<file path="src/rtl/boot_remap_regs.svh">
`ifndef BOOT_REMAP_REGS_SVH
`define BOOT_REMAP_REGS_SVH

// ==================================================
// address map
`define VEC_END      32'h00000020
`define LOW_END      32'h00400000
`define PERI_BASE    32'hFFC00000
`define VIC_BASE     32'hFFFFF000
`define UI_BASE_W    18'h3FF80
`define UI_RCR       14'h0020
`define BANK_SHIFT   24
`define PWIN_SHIFT   14

// ==================================================
// bank config word and remap control fields
`define CSR_W16      0
`define CSR_WT_LO    2
`define CSR_WT_HI    4
`define CSR_FLT_LO   5
`define CSR_FLT_HI   7
`define CSR_BW       8
`define CSR_EARLY    9
`define CSR_EN       13
`define CSR_BA_LO    24
`define CSR_BA_HI    31
`define RCR_TRIG     0

// ==================================================
// reset values and access sizes
`define CSR0_RST     32'h01002000
`define CSRN_RST     32'h00000000
`define SZ_BYTE      2'h0
`define SZ_HALF      2'h1
`define SZ_WORD      2'h2
`define BOOT_SETTLE  2'h3

`endif

</file>
<file path="src/rtl/boot_remap_pkg.sv">
package boot_remap_pkg;

  typedef enum logic [2:0] {
    ST_IDLE,
    ST_INT,
    ST_FLT,
    ST_SETUP,
    ST_STROBE
  } st_t;

  typedef struct packed {
    logic [7:0] base;
    logic       en;
    logic       early;
    logic       bw;
    logic [2:0] flt;
    logic [2:0] wt;
    logic       w16;
  } bank_cfg_t;

endpackage

</file>
<file path="src/rtl/bank_cfg_if.sv">
`timescale 1ns/1ps
interface bank_cfg_if;
  logic                      wr;
  logic [2:0]                widx;
  logic [31:0]               wdata;
  logic                      boot_cap;
  logic                      boot16;
  logic [7:0]                look;
  logic                      hit;
  logic [2:0]                hidx;
  boot_remap_pkg::bank_cfg_t hcfg;
  boot_remap_pkg::bank_cfg_t c0;
  logic [2:0]                ridx;
  logic [31:0]               rdata;

  modport store (input wr, widx, wdata, boot_cap, boot16, look, ridx,
                 output hit, hidx, hcfg, c0, rdata);
  modport user  (output wr, widx, wdata, boot_cap, boot16, look, ridx,
                 input hit, hidx, hcfg, c0, rdata);
endinterface

</file>
<file path="src/rtl/ebi_timer.sv">
`timescale 1ns/1ps
module ebi_timer #(
  parameter int CW = 3
) (
  input  wire logic          ref_clk,
  input  wire logic          sys_rst,
  input  wire logic          wait_ld,
  input  wire logic [CW-1:0] wait_n,
  input  wire logic          flt_ld,
  input  wire logic [CW-1:0] flt_n,
  output logic               wait_done,
  output logic               flt_busy
);
  logic [CW-1:0] wcnt_ff;
  logic [CW-1:0] fcnt_ff;

  always_ff @(posedge ref_clk) begin
    if (sys_rst) begin
      wcnt_ff <= '0;
    end else if (wait_ld) begin
      wcnt_ff <= wait_n;
    end else if (wcnt_ff != '0) begin
      wcnt_ff <= wcnt_ff - 1'b1;
    end
  end

  always_ff @(posedge ref_clk) begin
    if (sys_rst) begin
      fcnt_ff <= '0;
    end else if (flt_ld) begin
      fcnt_ff <= flt_n;
    end else if (fcnt_ff != '0) begin
      fcnt_ff <= fcnt_ff - 1'b1;
    end
  end

  assign wait_done = (wcnt_ff == '0);
  assign flt_busy  = (fcnt_ff != '0);
endmodule // ebi_timer

</file>
<file path="src/rtl/bank_config.sv">
`timescale 1ns/1ps
`include "boot_remap_regs.svh"
module bank_config #(
  parameter int NB = 8
) (
  input wire logic   ref_clk,
  input wire logic   sys_rst,
  bank_cfg_if.store  cif
);
  boot_remap_pkg::bank_cfg_t cfg_all [NB];
  logic [NB-1:0]             match;

  function automatic boot_remap_pkg::bank_cfg_t unpack(input logic [31:0] w);
    boot_remap_pkg::bank_cfg_t c;
    c.base  = w[`CSR_BA_HI:`CSR_BA_LO];
    c.en    = w[`CSR_EN];
    c.early = w[`CSR_EARLY];
    c.bw    = w[`CSR_BW];
    c.flt   = w[`CSR_FLT_HI:`CSR_FLT_LO];
    c.wt    = w[`CSR_WT_HI:`CSR_WT_LO];
    c.w16   = w[`CSR_W16];
    return c;
  endfunction

  function automatic logic [31:0] pack(input boot_remap_pkg::bank_cfg_t c);
    logic [31:0] w;
    w = '0;
    w[`CSR_BA_HI:`CSR_BA_LO]   = c.base;
    w[`CSR_EN]                 = c.en;
    w[`CSR_EARLY]              = c.early;
    w[`CSR_BW]                 = c.bw;
    w[`CSR_FLT_HI:`CSR_FLT_LO] = c.flt;
    w[`CSR_WT_HI:`CSR_WT_LO]   = c.wt;
    w[`CSR_W16]                = c.w16;
    return w;
  endfunction

  // ==================================================
  // one 16 MB bank per entry
  for (genvar g = 0; g < NB; g++) begin : g_bank
    boot_remap_pkg::bank_cfg_t cfg_ff;
    always_ff @(posedge ref_clk) begin
      if (sys_rst) begin
        cfg_ff <= unpack((g == 0) ? `CSR0_RST : `CSRN_RST);
      end else if (cif.wr && cif.widx == 3'(g)) begin
        cfg_ff <= unpack(cif.wdata);
      end else if (g == 0 && cif.boot_cap) begin
        cfg_ff.w16 <= cif.boot16; // RULE1
      end
    end
    assign cfg_all[g] = cfg_ff;
    assign match[g]   = cfg_ff.en && (cfg_ff.base == cif.look); // RULE9
  end

  always_comb begin
    cif.hit  = 1'b0;
    cif.hidx = 3'h0;
    for (int i = NB - 1; i >= 0; i--) begin
      if (match[i]) begin
        cif.hit  = 1'b1;
        cif.hidx = 3'(i);
      end
    end
  end

  assign cif.hcfg  = cfg_all[cif.hidx];
  assign cif.c0    = cfg_all[0];
  assign cif.rdata = pack(cfg_all[cif.ridx]);

  boot_width_a: assert property (@(posedge ref_clk) disable iff (sys_rst) // RULE1
    cif.boot_cap && !cif.wr |=> cfg_all[0].w16 == $past(cif.boot16))
    else $error("boot width not taken from strap");
endmodule // bank_config

</file>
<file path="src/rtl/boot_remap_address_decoder.sv">
`timescale 1ns/1ps
`include "boot_remap_regs.svh"
// ==================================================
// Overview of operation
// (RULE1) strap sampled after reset: high gives 8-bit, low 16-bit boot bank zero
// (RULE2) vectors live at 0x0 to 0x20; remap picks boot memory or RAM there
// (RULE3) writing one to the remap trigger bit performs the remap
// (RULE4) chip selects one to seven work only after remap
// (RULE5) remap holds until system reset or external reset pin
// (RULE6) undefined address in external space raises abort
// (RULE7) internal memory and peripherals never abort
// (RULE8) addresses between 0x00400000 and 0xFFC00000 go to external bus unit
// (RULE9) eight banks, each 16 MB
// (RULE10) aligned byte, half-word and word accesses on every bank
// (RULE11) programmable wait states on every bank access
// (RULE12) programmable float time holds off next external cycle
// (RULE13) each bank is 8-bit or 16-bit wide
// (RULE14) 16-bit bank: byte-select or byte-write strobe mode
// (RULE15) optional early read strobe per bank
// (RULE16) peripheral accesses forced to aligned word
// (RULE17) 16 KB window per peripheral, 4 KB for interrupt controller
// (RULE18) control register: ones trigger, zeros do nothing
// (RULE19) before remap boot bank at vectors, after remap RAM there
module boot_remap_address_decoder #(
  parameter int NB = 8
) (
  input  wire logic        ref_clk,
  input  wire logic        sys_rst,
  input  wire logic        boot_width_select,
  input  wire logic        external_reset_pin_n,
  input  wire logic        cpu_req,
  input  wire logic [31:0] cpu_addr,
  input  wire logic        cpu_we,
  input  wire logic [1:0]  cpu_size,
  input  wire logic [31:0] cpu_wdata,
  output logic             cpu_ready,
  output logic             cpu_abort,
  output logic [31:0]      cpu_rdata,
  output logic             ram_sel,
  output logic             periph_sel,
  output logic [7:0]       periph_win,
  output logic             periph_vic,
  output logic [31:0]      tgt_addr,
  output logic             tgt_we,
  output logic [1:0]       tgt_size,
  output logic [31:0]      tgt_wdata,
  input  wire logic [31:0] ram_rdata,
  input  wire logic [31:0] periph_rdata,
  output logic [7:0]       ext_cs_n,
  output logic [23:0]      ext_addr,
  output logic             ext_rd_n,
  output logic [1:0]       ext_we_n,
  output logic [1:0]       ext_be_n,
  output logic [15:0]      ext_dout,
  output logic             ext_doe,
  input  wire logic [15:0] ext_din,
  output logic             remap_done
);
  boot_remap_pkg::st_t       st_ff;
  boot_remap_pkg::st_t       nxt_st;
  boot_remap_pkg::bank_cfg_t cfg_ff;
  boot_remap_pkg::bank_cfg_t sel_cfg;
  logic        bws_m_ff, bws_s_ff, erst_m_ff, erst_s_ff;
  logic [1:0]  settle_ff;
  logic        remap_ff;
  logic        cpu_ready_ff, cpu_abort_ff;
  logic [31:0] rdata_ff;
  logic        ram_sel_ff, periph_sel_ff, vic_ff, tgt_we_ff;
  logic [7:0]  win_ff;
  logic [31:0] tgt_addr_ff, tgt_wdata_ff;
  logic [1:0]  tgt_size_ff;
  logic [2:0]  bank_ff;
  logic [21:0] xaddr_ff;
  logic [1:0]  off_ff, beats_ff, size_ff;
  logic        we_ff;
  logic [31:0] wdata_ff;
  logic [7:0]  cs_n_ff;
  logic        rd_n_ff, doe_ff;
  logic [1:0]  we_n_ff;
  logic        take, take_int, take_ext, take_now, abort_now;
  logic        in_low, in_peri, in_ext, in_ui, ui_reg, rcr_wr, ext_ok;
  logic [13:0] ui_off;
  logic [2:0]  sel_idx;
  logic [1:0]  a_off, n_beats, ln, step;
  logic        wait_done, flt_busy, last;

  bank_cfg_if cif ();

  // ==================================================
  // pin synchronisers
  always_ff @(posedge ref_clk) begin
    if (sys_rst) begin
      bws_m_ff  <= 1'b0;
      bws_s_ff  <= 1'b0;
      erst_m_ff <= 1'b1;
      erst_s_ff <= 1'b1;
    end else begin
      bws_m_ff  <= boot_width_select;
      bws_s_ff  <= bws_m_ff;
      erst_m_ff <= external_reset_pin_n;
      erst_s_ff <= erst_m_ff;
    end
  end

  // strap is read only once the synchroniser has flushed its reset value
  always_ff @(posedge ref_clk) begin
    if (sys_rst || !erst_s_ff) begin
      settle_ff <= `BOOT_SETTLE;
    end else if (settle_ff != 2'h0) begin
      settle_ff <= settle_ff - 2'h1;
    end
  end

  // ==================================================
  // address decode
  assign take    = cpu_req && !cpu_ready_ff && (st_ff == boot_remap_pkg::ST_IDLE);
  assign in_low  = cpu_addr < `LOW_END;
  assign in_peri = cpu_addr >= `PERI_BASE;
  assign in_ext  = !in_low && !in_peri; // RULE8
  assign in_ui   = cpu_addr[31:14] == `UI_BASE_W;
  assign ui_off  = {cpu_addr[13:2], 2'b00}; // RULE16
  assign ui_reg  = ui_off < `UI_RCR;
  assign rcr_wr  = take && in_ui && cpu_we && (ui_off == `UI_RCR);
  assign sel_cfg = in_low ? cif.c0 : cif.hcfg;
  assign sel_idx = in_low ? 3'h0 : cif.hidx;
  // low area is boot bank before remap, RAM after
  assign ext_ok  = in_low ? !remap_ff // RULE2 RULE19
                 : (in_ext && cif.hit && (remap_ff || cif.hidx == 3'h0)); // RULE4

  assign take_int  = take && ((in_low && remap_ff) || (in_peri && !in_ui));
  assign take_ext  = take && !in_peri && ext_ok;
  assign take_now  = take && !take_int && !take_ext;
  assign abort_now = take && in_ext && !ext_ok; // RULE6

  always_comb begin
    case (cpu_size) // RULE10
      `SZ_BYTE: a_off = cpu_addr[1:0];
      `SZ_HALF: a_off = {cpu_addr[1], 1'b0};
      default:  a_off = 2'b00;
    endcase
    if (sel_cfg.w16) begin
      n_beats = (cpu_size == `SZ_WORD) ? 2'h1 : 2'h0; // RULE13
    end else begin
      case (cpu_size)
        `SZ_BYTE: n_beats = 2'h0;
        `SZ_HALF: n_beats = 2'h1;
        default:  n_beats = 2'h3;
      endcase
    end
  end

  assign cif.wr       = take && in_ui && cpu_we && ui_reg;
  assign cif.widx     = ui_off[4:2];
  assign cif.wdata    = cpu_wdata;
  assign cif.look     = cpu_addr[31:`BANK_SHIFT];
  assign cif.ridx     = ui_off[4:2];
  assign cif.boot_cap = settle_ff == 2'h1;
  assign cif.boot16   = !bws_s_ff; // RULE1

  bank_config #(
    .NB (NB)
  ) u_cfg (
    .ref_clk (ref_clk),
    .sys_rst (sys_rst),
    .cif     (cif.store)
  );

  // ==================================================
  // remap state
  always_ff @(posedge ref_clk) begin
    if (sys_rst || !erst_s_ff) begin
      remap_ff <= 1'b0; // RULE5
    end else if (rcr_wr && cpu_wdata[`RCR_TRIG]) begin
      remap_ff <= 1'b1; // RULE3 RULE18
    end
  end

  // ==================================================
  // sequencer
  assign last = (st_ff == boot_remap_pkg::ST_STROBE) && wait_done && (beats_ff == 2'h0);

  always_comb begin
    case (st_ff)
      boot_remap_pkg::ST_IDLE: begin
        if (take_int) begin
          nxt_st = boot_remap_pkg::ST_INT;
        end else if (take_ext) begin
          nxt_st = boot_remap_pkg::ST_FLT;
        end else begin
          nxt_st = boot_remap_pkg::ST_IDLE;
        end
      end
      boot_remap_pkg::ST_FLT: begin
        nxt_st = flt_busy ? boot_remap_pkg::ST_FLT : boot_remap_pkg::ST_SETUP; // RULE12
      end
      boot_remap_pkg::ST_SETUP: nxt_st = boot_remap_pkg::ST_STROBE;
      boot_remap_pkg::ST_STROBE: begin
        if (!wait_done) begin
          nxt_st = boot_remap_pkg::ST_STROBE; // RULE11
        end else if (beats_ff != 2'h0) begin
          nxt_st = boot_remap_pkg::ST_SETUP;
        end else begin
          nxt_st = boot_remap_pkg::ST_IDLE;
        end
      end
      default: nxt_st = boot_remap_pkg::ST_IDLE;
    endcase
  end

  always_ff @(posedge ref_clk) begin
    if (sys_rst) begin
      st_ff <= boot_remap_pkg::ST_IDLE;
    end else begin
      st_ff <= nxt_st;
    end
  end

  ebi_timer #(
    .CW (3)
  ) u_tmr (
    .ref_clk   (ref_clk),
    .sys_rst   (sys_rst),
    .wait_ld   (st_ff == boot_remap_pkg::ST_SETUP),
    .wait_n    (cfg_ff.wt),
    .flt_ld    (last),
    .flt_n     (cfg_ff.flt),
    .wait_done (wait_done),
    .flt_busy  (flt_busy)
  );

  // ==================================================
  // external beat state
  assign step = cfg_ff.w16 ? 2'h2 : 2'h1;

  always_ff @(posedge ref_clk) begin
    if (sys_rst) begin
      cfg_ff   <= '0;
      bank_ff  <= 3'h0;
      xaddr_ff <= '0;
      off_ff   <= 2'h0;
      beats_ff <= 2'h0;
      size_ff  <= `SZ_BYTE;
      we_ff    <= 1'b0;
      wdata_ff <= '0;
    end else if (take_ext) begin
      cfg_ff   <= sel_cfg;
      bank_ff  <= sel_idx;
      xaddr_ff <= cpu_addr[23:2];
      off_ff   <= a_off;
      beats_ff <= n_beats;
      size_ff  <= cpu_size;
      we_ff    <= cpu_we;
      wdata_ff <= cpu_wdata;
    end else if (st_ff == boot_remap_pkg::ST_STROBE && wait_done && beats_ff != 2'h0) begin
      off_ff   <= off_ff + step;
      beats_ff <= beats_ff - 2'h1;
    end
  end

  // byte lanes of the current beat
  always_comb begin
    if (!cfg_ff.w16) begin
      ln = 2'b01;
    end else if (size_ff == `SZ_BYTE) begin
      ln = off_ff[0] ? 2'b10 : 2'b01;
    end else begin
      ln = 2'b11;
    end
  end

  // ==================================================
  // external pins
  always_ff @(posedge ref_clk) begin
    if (sys_rst) begin
      cs_n_ff <= 8'hFF;
      rd_n_ff <= 1'b1;
      we_n_ff <= 2'b11;
      doe_ff  <= 1'b0;
    end else if (nxt_st == boot_remap_pkg::ST_SETUP) begin
      cs_n_ff <= ~(8'h01 << bank_ff);
      rd_n_ff <= !(cfg_ff.early && !we_ff); // RULE15
      we_n_ff <= 2'b11;
      doe_ff  <= we_ff;
    end else if (st_ff == boot_remap_pkg::ST_SETUP) begin
      rd_n_ff <= we_ff;
      // byte-write drives one strobe per 8-bit device
      we_n_ff <= !we_ff ? 2'b11 : (cfg_ff.bw ? ~ln : 2'b10); // RULE14
    end else if (last) begin
      cs_n_ff <= 8'hFF;
      rd_n_ff <= 1'b1;
      we_n_ff <= 2'b11;
      doe_ff  <= 1'b0;
    end
  end

  assign ext_cs_n = cs_n_ff;
  assign ext_rd_n = rd_n_ff;
  assign ext_we_n = we_n_ff;
  assign ext_doe  = doe_ff;
  assign ext_addr = {xaddr_ff, off_ff};
  // byte-select mode marks lanes; byte-write leaves them active
  assign ext_be_n = (cs_n_ff == 8'hFF) ? 2'b11 : (cfg_ff.bw ? 2'b00 : ~ln); // RULE14
  assign ext_dout = cfg_ff.w16 ? wdata_ff[{off_ff[1], 4'h0} +: 16]
                  : {8'h00, wdata_ff[{off_ff, 3'h0} +: 8]};

  // ==================================================
  // internal targets
  always_ff @(posedge ref_clk) begin
    if (sys_rst) begin
      ram_sel_ff    <= 1'b0;
      periph_sel_ff <= 1'b0;
      tgt_addr_ff   <= '0;
      tgt_size_ff   <= `SZ_BYTE;
      tgt_we_ff     <= 1'b0;
      tgt_wdata_ff  <= '0;
      win_ff        <= 8'h00;
      vic_ff        <= 1'b0;
    end else begin
      ram_sel_ff    <= take_int && in_low;
      periph_sel_ff <= take_int && in_peri;
      if (take_int) begin
        tgt_addr_ff  <= in_peri ? {cpu_addr[31:2], 2'b00} : cpu_addr; // RULE16
        tgt_size_ff  <= in_peri ? `SZ_WORD : cpu_size;
        tgt_we_ff    <= cpu_we;
        tgt_wdata_ff <= cpu_wdata;
        win_ff       <= cpu_addr[21:`PWIN_SHIFT]; // RULE17
        vic_ff       <= cpu_addr >= `VIC_BASE;
      end
    end
  end

  assign ram_sel    = ram_sel_ff;
  assign periph_sel = periph_sel_ff;
  assign tgt_addr   = tgt_addr_ff;
  assign tgt_size   = tgt_size_ff;
  assign tgt_we     = tgt_we_ff;
  assign tgt_wdata  = tgt_wdata_ff;
  assign periph_win = win_ff;
  assign periph_vic = vic_ff;

  // ==================================================
  // processor answer
  always_ff @(posedge ref_clk) begin
    if (sys_rst) begin
      cpu_ready_ff <= 1'b0;
      cpu_abort_ff <= 1'b0;
    end else begin
      cpu_ready_ff <= take_now || (st_ff == boot_remap_pkg::ST_INT) || last;
      cpu_abort_ff <= abort_now; // RULE6 RULE7
    end
  end

  always_ff @(posedge ref_clk) begin
    if (sys_rst) begin
      rdata_ff <= '0;
    end else if (take_now) begin
      // control register is write-only and reads zero
      rdata_ff <= (in_ui && ui_reg && !cpu_we) ? cif.rdata : 32'h00000000; // RULE18
    end else if (take_ext) begin
      rdata_ff <= '0;
    end else if (st_ff == boot_remap_pkg::ST_INT) begin
      rdata_ff <= ram_sel_ff ? ram_rdata : periph_rdata;
    end else if (st_ff == boot_remap_pkg::ST_STROBE && wait_done && !we_ff) begin
      if (cfg_ff.w16 && size_ff != `SZ_BYTE) begin
        rdata_ff[{off_ff[1], 4'h0} +: 16] <= ext_din;
      end else begin
        rdata_ff[{off_ff, 3'h0} +: 8] <= (cfg_ff.w16 && off_ff[0]) ? ext_din[15:8] : ext_din[7:0];
      end
    end
  end

  assign cpu_ready  = cpu_ready_ff;
  assign cpu_abort  = cpu_abort_ff;
  assign cpu_rdata  = rdata_ff;
  assign remap_done = remap_ff;

  // ==================================================
  // checks
  vec_to_ram_a: assert property (@(posedge ref_clk) disable iff (sys_rst) // RULE2
    take && remap_ff && cpu_addr < `VEC_END |=> ram_sel_ff && !cpu_abort_ff)
    else $error("vector access after remap missed RAM");

  vec_to_boot_a: assert property (@(posedge ref_clk) disable iff (sys_rst) // RULE19
    take && !remap_ff && cpu_addr < `VEC_END
    |=> st_ff == boot_remap_pkg::ST_FLT && bank_ff == 3'h0 && !ram_sel_ff)
    else $error("vector access before remap missed boot bank");

  remap_set_a: assert property (@(posedge ref_clk) disable iff (sys_rst) // RULE3
    rcr_wr && cpu_wdata[`RCR_TRIG] && erst_s_ff |=> remap_ff ##1 remap_done)
    else $error("remap trigger ignored");

  remap_hold_a: assert property (@(posedge ref_clk) disable iff (sys_rst) // RULE5
    remap_ff && erst_s_ff |=> remap_ff)
    else $error("remap lost without reset");

  cs_gate_a: assert property (@(posedge ref_clk) disable iff (sys_rst) // RULE4
    !remap_ff && !$past(remap_ff) |-> ext_cs_n[7:1] == 7'h7F)
    else $error("upper chip select before remap");

  undef_abort_a: assert property (@(posedge ref_clk) disable iff (sys_rst) // RULE6
    take && in_ext && !cif.hit |=> cpu_ready && cpu_abort)
    else $error("undefined external address not aborted");

  int_no_abort_a: assert property (@(posedge ref_clk) disable iff (sys_rst) // RULE7
    take && (in_peri || (in_low && remap_ff)) |=> !cpu_abort ##1 !cpu_abort)
    else $error("abort on internal access");

  wait_len_a: assert property (@(posedge ref_clk) disable iff (sys_rst) // RULE11
    st_ff == boot_remap_pkg::ST_SETUP && cfg_ff.wt == 3'h2
    |=> (st_ff == boot_remap_pkg::ST_STROBE) [*3])
    else $error("wait states not inserted");

  float_gap_a: assert property (@(posedge ref_clk) disable iff (sys_rst) // RULE12
    last && cfg_ff.flt == 3'h1 |=> flt_busy ##1 !flt_busy)
    else $error("float time not honoured");

  early_rd_a: assert property (@(posedge ref_clk) disable iff (sys_rst) // RULE15
    st_ff == boot_remap_pkg::ST_SETUP && !we_ff |-> ext_rd_n == !cfg_ff.early)
    else $error("early read strobe wrong");

  periph_word_a: assert property (@(posedge ref_clk) disable iff (sys_rst) // RULE16
    take && in_peri && !in_ui |=> periph_sel && tgt_addr[1:0] == 2'b00 && tgt_size == `SZ_WORD)
    else $error("peripheral access not forced to word");
endmodule // boot_remap_address_decoder

</file>
<file path="config.mk">
export PLATFORM = sky130hd
export DESIGN_NAME = boot_remap_address_decoder
export DESIGN_NICKNAME = d
export VERILOG_FILES = /design/src/rtl/boot_remap_pkg.sv /design/src/rtl/bank_cfg_if.sv /design/src/rtl/ebi_timer.sv /design/src/rtl/bank_config.sv /design/src/rtl/boot_remap_address_decoder.sv
export VERILOG_INCLUDE_DIRS = /design/src /design/src/rtl
export SDC_FILE = /design/constraint.sdc
export NUM_CORES = 1
export LEC_CHECK = 0
export ABC_CLOCK_PERIOD_IN_PS = 3000
export BUFFER_PORTS_ARGS = -buffer_cell sky130_fd_sc_hd__buf_4
export CAP_MARGIN = 20
export CORE_MARGIN = 2
export CORE_UTILIZATION = 56
export CTS_CLUSTER_DIAMETER = 150
export DETAILED_ROUTE_END_ITERATION = 8
export PLACE_DENSITY = 0.78
export SLEW_MARGIN = 25
export SYNTH_ARGS = -nofsm -noshare
export SYNTH_HDL_FRONTEND = slang
export SYNTH_SLANG_ARGS = --single-unit
</file>
<file path="constraint.sdc">
create_clock -name ref_clk -period 3 [get_ports ref_clk]
set_input_delay 0.3 -clock ref_clk [delete_from_list [all_inputs] [get_ports ref_clk]]
set_output_delay 0.3 -clock ref_clk [all_outputs]
set_load 0.1 [all_outputs]
</file>
* Yosys cells after proc, flatten, opt, wreduce, memory -nomap -nowiden
Cells that the tools add are included.
** Word-level totals
- Word-level logic and storage cells :: 306
- Register bits :: 357
- Memories :: 0
- Input port bits :: 152
- Memory bits (read-only) :: 0
- Memory bits (writable) :: 0
- Latch bits :: 0
** Cells by class
- Add/sub/neg operators :: 7
- Shift-type cells :: 7
- Bitwise gates (word level) :: 4
- Multiply operators :: 0
- Eq/ne operators :: 27
- Mux-type cells :: 77
- Div/mod/pow operators :: 0
- Order comparisons :: 6
- Reductions and logical operators :: 86
** Operator list (count)
- 2-to-1 mux 32 bit :: 7
- binary-select mux 18 bit (select 3 bit) :: 2
- bitwise mux 32 bit :: 2
- equality test 8 bit :: 8
- greater-or-equal comparator 32 bit, second input constant :: 2
- logical AND 1 bit :: 46
- 2-to-1 mux 3 bit :: 14
- 2-to-1 mux 2 bit :: 20
- 2-to-1 mux 18 bit :: 2
- < comparator 32 x 23 -> 1 bit, second input constant :: 1
- 2-to-1 mux 8 bit :: 4
- variable shift 16 x 7 -> 32 bit, first input constant :: 1
- variable shift 8 x 7 -> 32 bit, first input constant :: 1
- variable part select 16 x 7 -> 32 bit :: 1
- variable part select 32 x 6 -> 16 bit :: 1
- variable part select 32 x 6 -> 8 bit :: 1
- variable part select 8 x 7 -> 32 bit :: 1
- 2-to-1 mux 9 bit :: 3
- 2-to-1 mux 1 bit :: 19
- equality test 18 bit, second input constant :: 1
- nonzero test 2 bit :: 9
- 2-to-1 mux 16 bit :: 1
- equality test 3 x 2 -> 1 bit, second input constant :: 5
- equality test 3 bit, second input constant :: 5
- 26 further kinds :: 57

* Depth between registers and ports, before layout
- Depth in word-level cells :: 21
- Depth in mapped cells :: 14
- Depth with buffers taken out :: 9

* Modules after synthesis
Synthesis repeated with hierarchy kept, for this count alone.
** Second synthesis, totals
- Cells, all modules :: 2345
- Area total of the unflattened synthesis :: 19143.4 um^2
** By module, submodules not included
- boot_remap_address_decoder :: area an instance 9763.1 um^2, instances 1, cells an instance 1170, seq. area each 3983.8 um^2
- bank_config :: area an instance 8983.6 um^2, instances 1, cells an instance 1132, seq. area each 2882.8 um^2
- ebi_timer :: area an instance 396.6 um^2, instances 1, cells an instance 43, seq. area each 120.1 um^2

* Worst setup path after synthesis
Ideal clock, no wire load.
- Path kind :: register to output
- From :: register off_ff[0]
- To :: output ext_be_n[0]
- Cell stages (with the launch flop) :: 3
- Path buffers :: 0
- Setup slack :: -0.674 ns
- Arrival time :: 3.374 ns
- Required time :: 2.700 ns
- Cell sequence :: dfxtp_1 > nand3_1 > o21ai_0
** Between the ends
- Cells in the longest elaborated chain, start to end :: 6
** Ends and longest elaborated chain
- start: declaration :: RTL line boot_remap_address_decoder.sv:74 : logic [1:0] off_ff, beats_ff, size_ff;
- start signal: assignment :: RTL line boot_remap_address_decoder.sv:249 : off_ff <= a_off;
- start signal: assignment :: RTL line boot_remap_address_decoder.sv:255 : off_ff <= off_ff + step;
- 2-to-1 mux 2 bit :: RTL line boot_remap_address_decoder.sv:265 : ln = off_ff[0] ? 2'b10 : 2'b01;
- 2-to-1 mux 2 bit :: RTL line boot_remap_address_decoder.sv:264 : end else if (size_ff == `SZ_BYTE) begin
- 2-to-1 mux 2 bit :: RTL line boot_remap_address_decoder.sv:262 : if (!cfg_ff.w16) begin
- NOT 2 bit :: RTL line boot_remap_address_decoder.sv:302 : assign ext_be_n = (cs_n_ff == 8'hFF) ? 2'b11 : (cfg_ff.bw ? 2'b00 : ~ln);
- 2-to-1 mux 2 bit (2 in a row) :: RTL line boot_remap_address_decoder.sv:302
- end: declaration :: RTL line boot_remap_address_decoder.sv:53 : output logic [1:0] ext_be_n,
Every way passes these cells.

* Worst setup path after layout
- From :: register off_ff[0]
- To :: output ext_dout[5]
** Between the ends
- Cells in the longest elaborated chain, start to end :: 2
** Ends and longest elaborated chain
- variable part select 32 x 6 -> 8 bit :: RTL line boot_remap_address_decoder.sv:304 : : {8'h00, wdata_ff[{off_ff, 3'h0} +: 8]};
- 2-to-1 mux 16 bit :: RTL line boot_remap_address_decoder.sv:303 : assign ext_dout = cfg_ff.w16 ? wdata_ff[{off_ff[1], 4'h0} +: 16]
- end: declaration :: RTL line boot_remap_address_decoder.sv:54 : output logic [15:0] ext_dout,
Every way passes these cells.

==> results.sh <==
export IMPL_status="completed"
export IMPL_synth_nets=2073
export IMPL_maxSlewHeadroom_pct=38.20
export IMPL_rows=63
export IMPL_rsz0062_at_grt="no"
export IMPL_htreeDepth=2
export IMPL_synthAdderAreaFrac_pct=1.036
export IMPL_cp_required_ns=2.70
export IMPL_syn2layout_area_growth_pct=23.20
export IMPL_final_hold_viol_count=0
export IMPL_gr_total_overflow=0
export IMPL_synth_mux_area_share_pct=18.04
export IMPL_nets=2330
export IMPL_via_count=15770
export IMPL_drt_first_pass_iters=5
export IMPL_clock_sinks=349
export IMPL_wirelength_mm=54.91
export IMPL_total_power_mw=10.02
export IMPL_synth_xor_area_share_pct=3.626
export IMPL_numCtsBuffers=38
export IMPL_vdd_drop_max_uv=643.8
export IMPL_synth_compound_area_share_pct=13.41
export IMPL_yosys_warnings=0
export IMPL_powerDensity_nw_per_um2=481.1
export IMPL_criticalPathCategory="reg2out"
export IMPL_hp_start="cpu_wdata[20]"
export IMPL_cts_tree="yes"
export IMPL_reg2reg_from="u_cfg.cfg_all[32]"
export IMPL_grt_util_all_layers_pct=33.25
export IMPL_port_buffers=318
export IMPL_period_needed_ns=2.860
export IMPL_clock_path_buffers=3
export IMPL_synth_top_family_by_area="multiplexers"
export IMPL_first_global_vias=14860
export IMPL_worstMarginPinSlew_ns=0.9269
export IMPL_yosys_cell_types_count=73
export IMPL_final_util_pct=70.10
export IMPL_final_cell_area_um2=20830
export IMPL_ys_top_cells_by_area="dfxtp_1 41%, mux2i_1 12%, nand2_1 7.7%, a21oi_1 6.3%, mux4_2 5.9%"
export IMPL_io_pins=319
export IMPL_synthCells=1907
export IMPL_grt_pass1_wl_mm=82.52
export IMPL_postPlaceCellArea_um2=19610
export IMPL_setup_viol=0
export IMPL_final_common_cell="buf_4"
export IMPL_drc=0
export IMPL_grt_max_degree=127
export IMPL_dp_hpwl_mm=39.08
export IMPL_nFillCells=2299
export IMPL_synth_edf_count=0
export IMPL_fmax_mhz=349.7
export IMPL_ys_seq_area_share_pct=41.32
export IMPL_die_w_um=177.8
export IMPL_ys_flop_type="dfxtp_1"
export IMPL_drv_slew=0
export IMPL_grt_antenna_before_repair=2
export IMPL_fin_skew_ns=0.01506
export IMPL_synth_area_um2=16910
export IMPL_die_area_um2=31600
export IMPL_gp_congestion=0.9740
export IMPL_async_flop_share_pct=0
export IMPL_post_place_cells=2510
export IMPL_worst_skew_pair_late_latency_ns=0.52
export IMPL_drt_iter0_drc=1448
export IMPL_synth_seq_cells=349
export IMPL_hold_class="in2reg"
export IMPL_crit_start="off_ff[0]"
export IMPL_maxCapViolations=0
export IMPL_dieHeight_um=177.8
export IMPL_drive_above_1_share_pct=23.95
export IMPL_end_kind="primary output"
export IMPL_core_area_um2=29720
export IMPL_crit_arrival_ns=2.56
export IMPL_synth_area_per_cell_um2=8.867
export IMPL_stdcell_count=2579
export IMPL_startpoint_type="flop"
export IMPL_layout_common_cells="364 x buf_4, 349 x nand2_1, 347 x dfxtp_1"
export IMPL_synth_top_area_cell="dfxtp_1"
export IMPL_viasPerCell=6.116
export IMPL_routedWlPerCell_um=21.29
export IMPL_leakagePower_nw=8.616
export IMPL_initial_core_util_pct=56.90
export IMPL_fin_crit_sh_pct=95.33
export IMPL_ctsRootBufferMaster="clkbuf_16"
export IMPL_clkTransAtPathRegs_ns=0.06
export IMPL_ant_nets=0
export IMPL_synth_top_area_share_pct=41.32
export IMPL_worstPathMaxFanout=11
export IMPL_synth_simple_gate_area_share_pct=17.62
==> cell families (layout without fill, tap and decap cells) <==
family | count (synthesis) | count (layout)
other | 0 | 1
adders and majority gates | 14 | 14
xor gates and xnor gates | 70 | 70
DFF | 349 | 349
AOI/OAI and AO/OA | 366 | 366
muxes | 249 | 249
and+or+nand+nor | 683 | 683
buffers and inverters | 176 | 457
==> power breakdown <==
part	leakage [nW]	switching (mW)	total, mW	internal (mW)
clock	0.578	1.84	4.46	2.61
combinational	5.22	0.504	0.858	0.353
sequential	2.81	0.0277	4.71	4.68
total	8.62	2.37	10.0	7.65
==> state kept, by name, indices dropped and copies added (netlist names), 8 cells and up <==
register       count
xaddr_ff          22
cfg_ff             9
ext_cs_n           8
cpu_rdata         32
tgt_wdata         32
u_cfg.cif.c0      18
wdata_ff          32
u_cfg.cfg_all    126
tgt_addr          25
==> path summary, 6_finish.rpt <==
| path | endpoint | slack [ns] | cells after the start |
|---|---|---|---|
| min reg2reg | wdata_ff[18] | 0.45 | 2 |
| min | tgt_wdata[20] | 0.04 | 3 |
| max reg2reg | xaddr_ff[11] | 0.15 | 10 |
| max | ext_dout[5] | 0.14 | 5 |
==> metal layers <==
| metal | track usage [%] | vias to the layer above | wire (um) |
|---|---|---|---|
| li1 | - | 7208 | - |
| met1 | 41.48 | 7621 | 21530 |
| met2 | 55.88 | 785 | 26290 |
| met3 | 6.512 | 156 | 4720 |
| met4 | 14.45 | 2 | 2346 |
| met5 | 0 | - | 13 |
==> what timing repair did <==
action,in CTS,in global routing
endpoints found under the setup margin,0,37
resized for setup,0,3
buffers inserted,0,2
hold buffers,2,0
endpoints found under the hold margin,2,0
==> final cells by class <==
class	instances	area [um^2]	share of cell area (%)
multi-input combinational	1382	9170	44.02
sequential	349	6989	33.55
timing repair buffer	377	2950	14.16
clock buffer	55	1096	5.261
tap	390	488.0	2.342
clock inverter	9	76.32	0.3664
inverter	16	60.06	0.2883
antenna	1	2.502	0.01201
==> through the flow <==
stage	setup TNS (ns)	hold slack (ns)	worst slack, ns
CTS	0	0.02504	0.1575
floorplan	-0.1083	0.3895	-0.1083
global route	0	0.03801	0.004110
global placement	0	0.4389	0.08696
finish	0	0.03709	0.1403
detailed placement	0	0.4431	0.01250
==> cells in the mapped netlist, drive strengths merged, types with 3 or more instances <==
library cell,instances
nand2,354
dfxtp,349
a21oi,214
mux2i,199
nor2,189
clkbuf,100
buf,60
mux4,44
xor2,37
xnor2,33
a221oi,32
nor3,28
nand3,27
o22ai,26
nand4,24
o21ai,22
a22oi,20
a211oi,15
inv,15
ha,14
nor4,12
nor2b,8
o211ai,7
or3,7
mux2,6
o31ai,6
or2,6
a2111oi,5
a2bb2oi,5
and2,5
nand2b,5
and3,4
and4,4
nor4b,3
==> worst max-delay path: stages (launching register included) <==
cell and delay (ns):
dfxtp_2 0.47, inv_1 0.19, nor2_1 0.27, buf_4 0.28, mux4_2 0.56, buf_4 0.26
(Power assumes the default switching activity.)
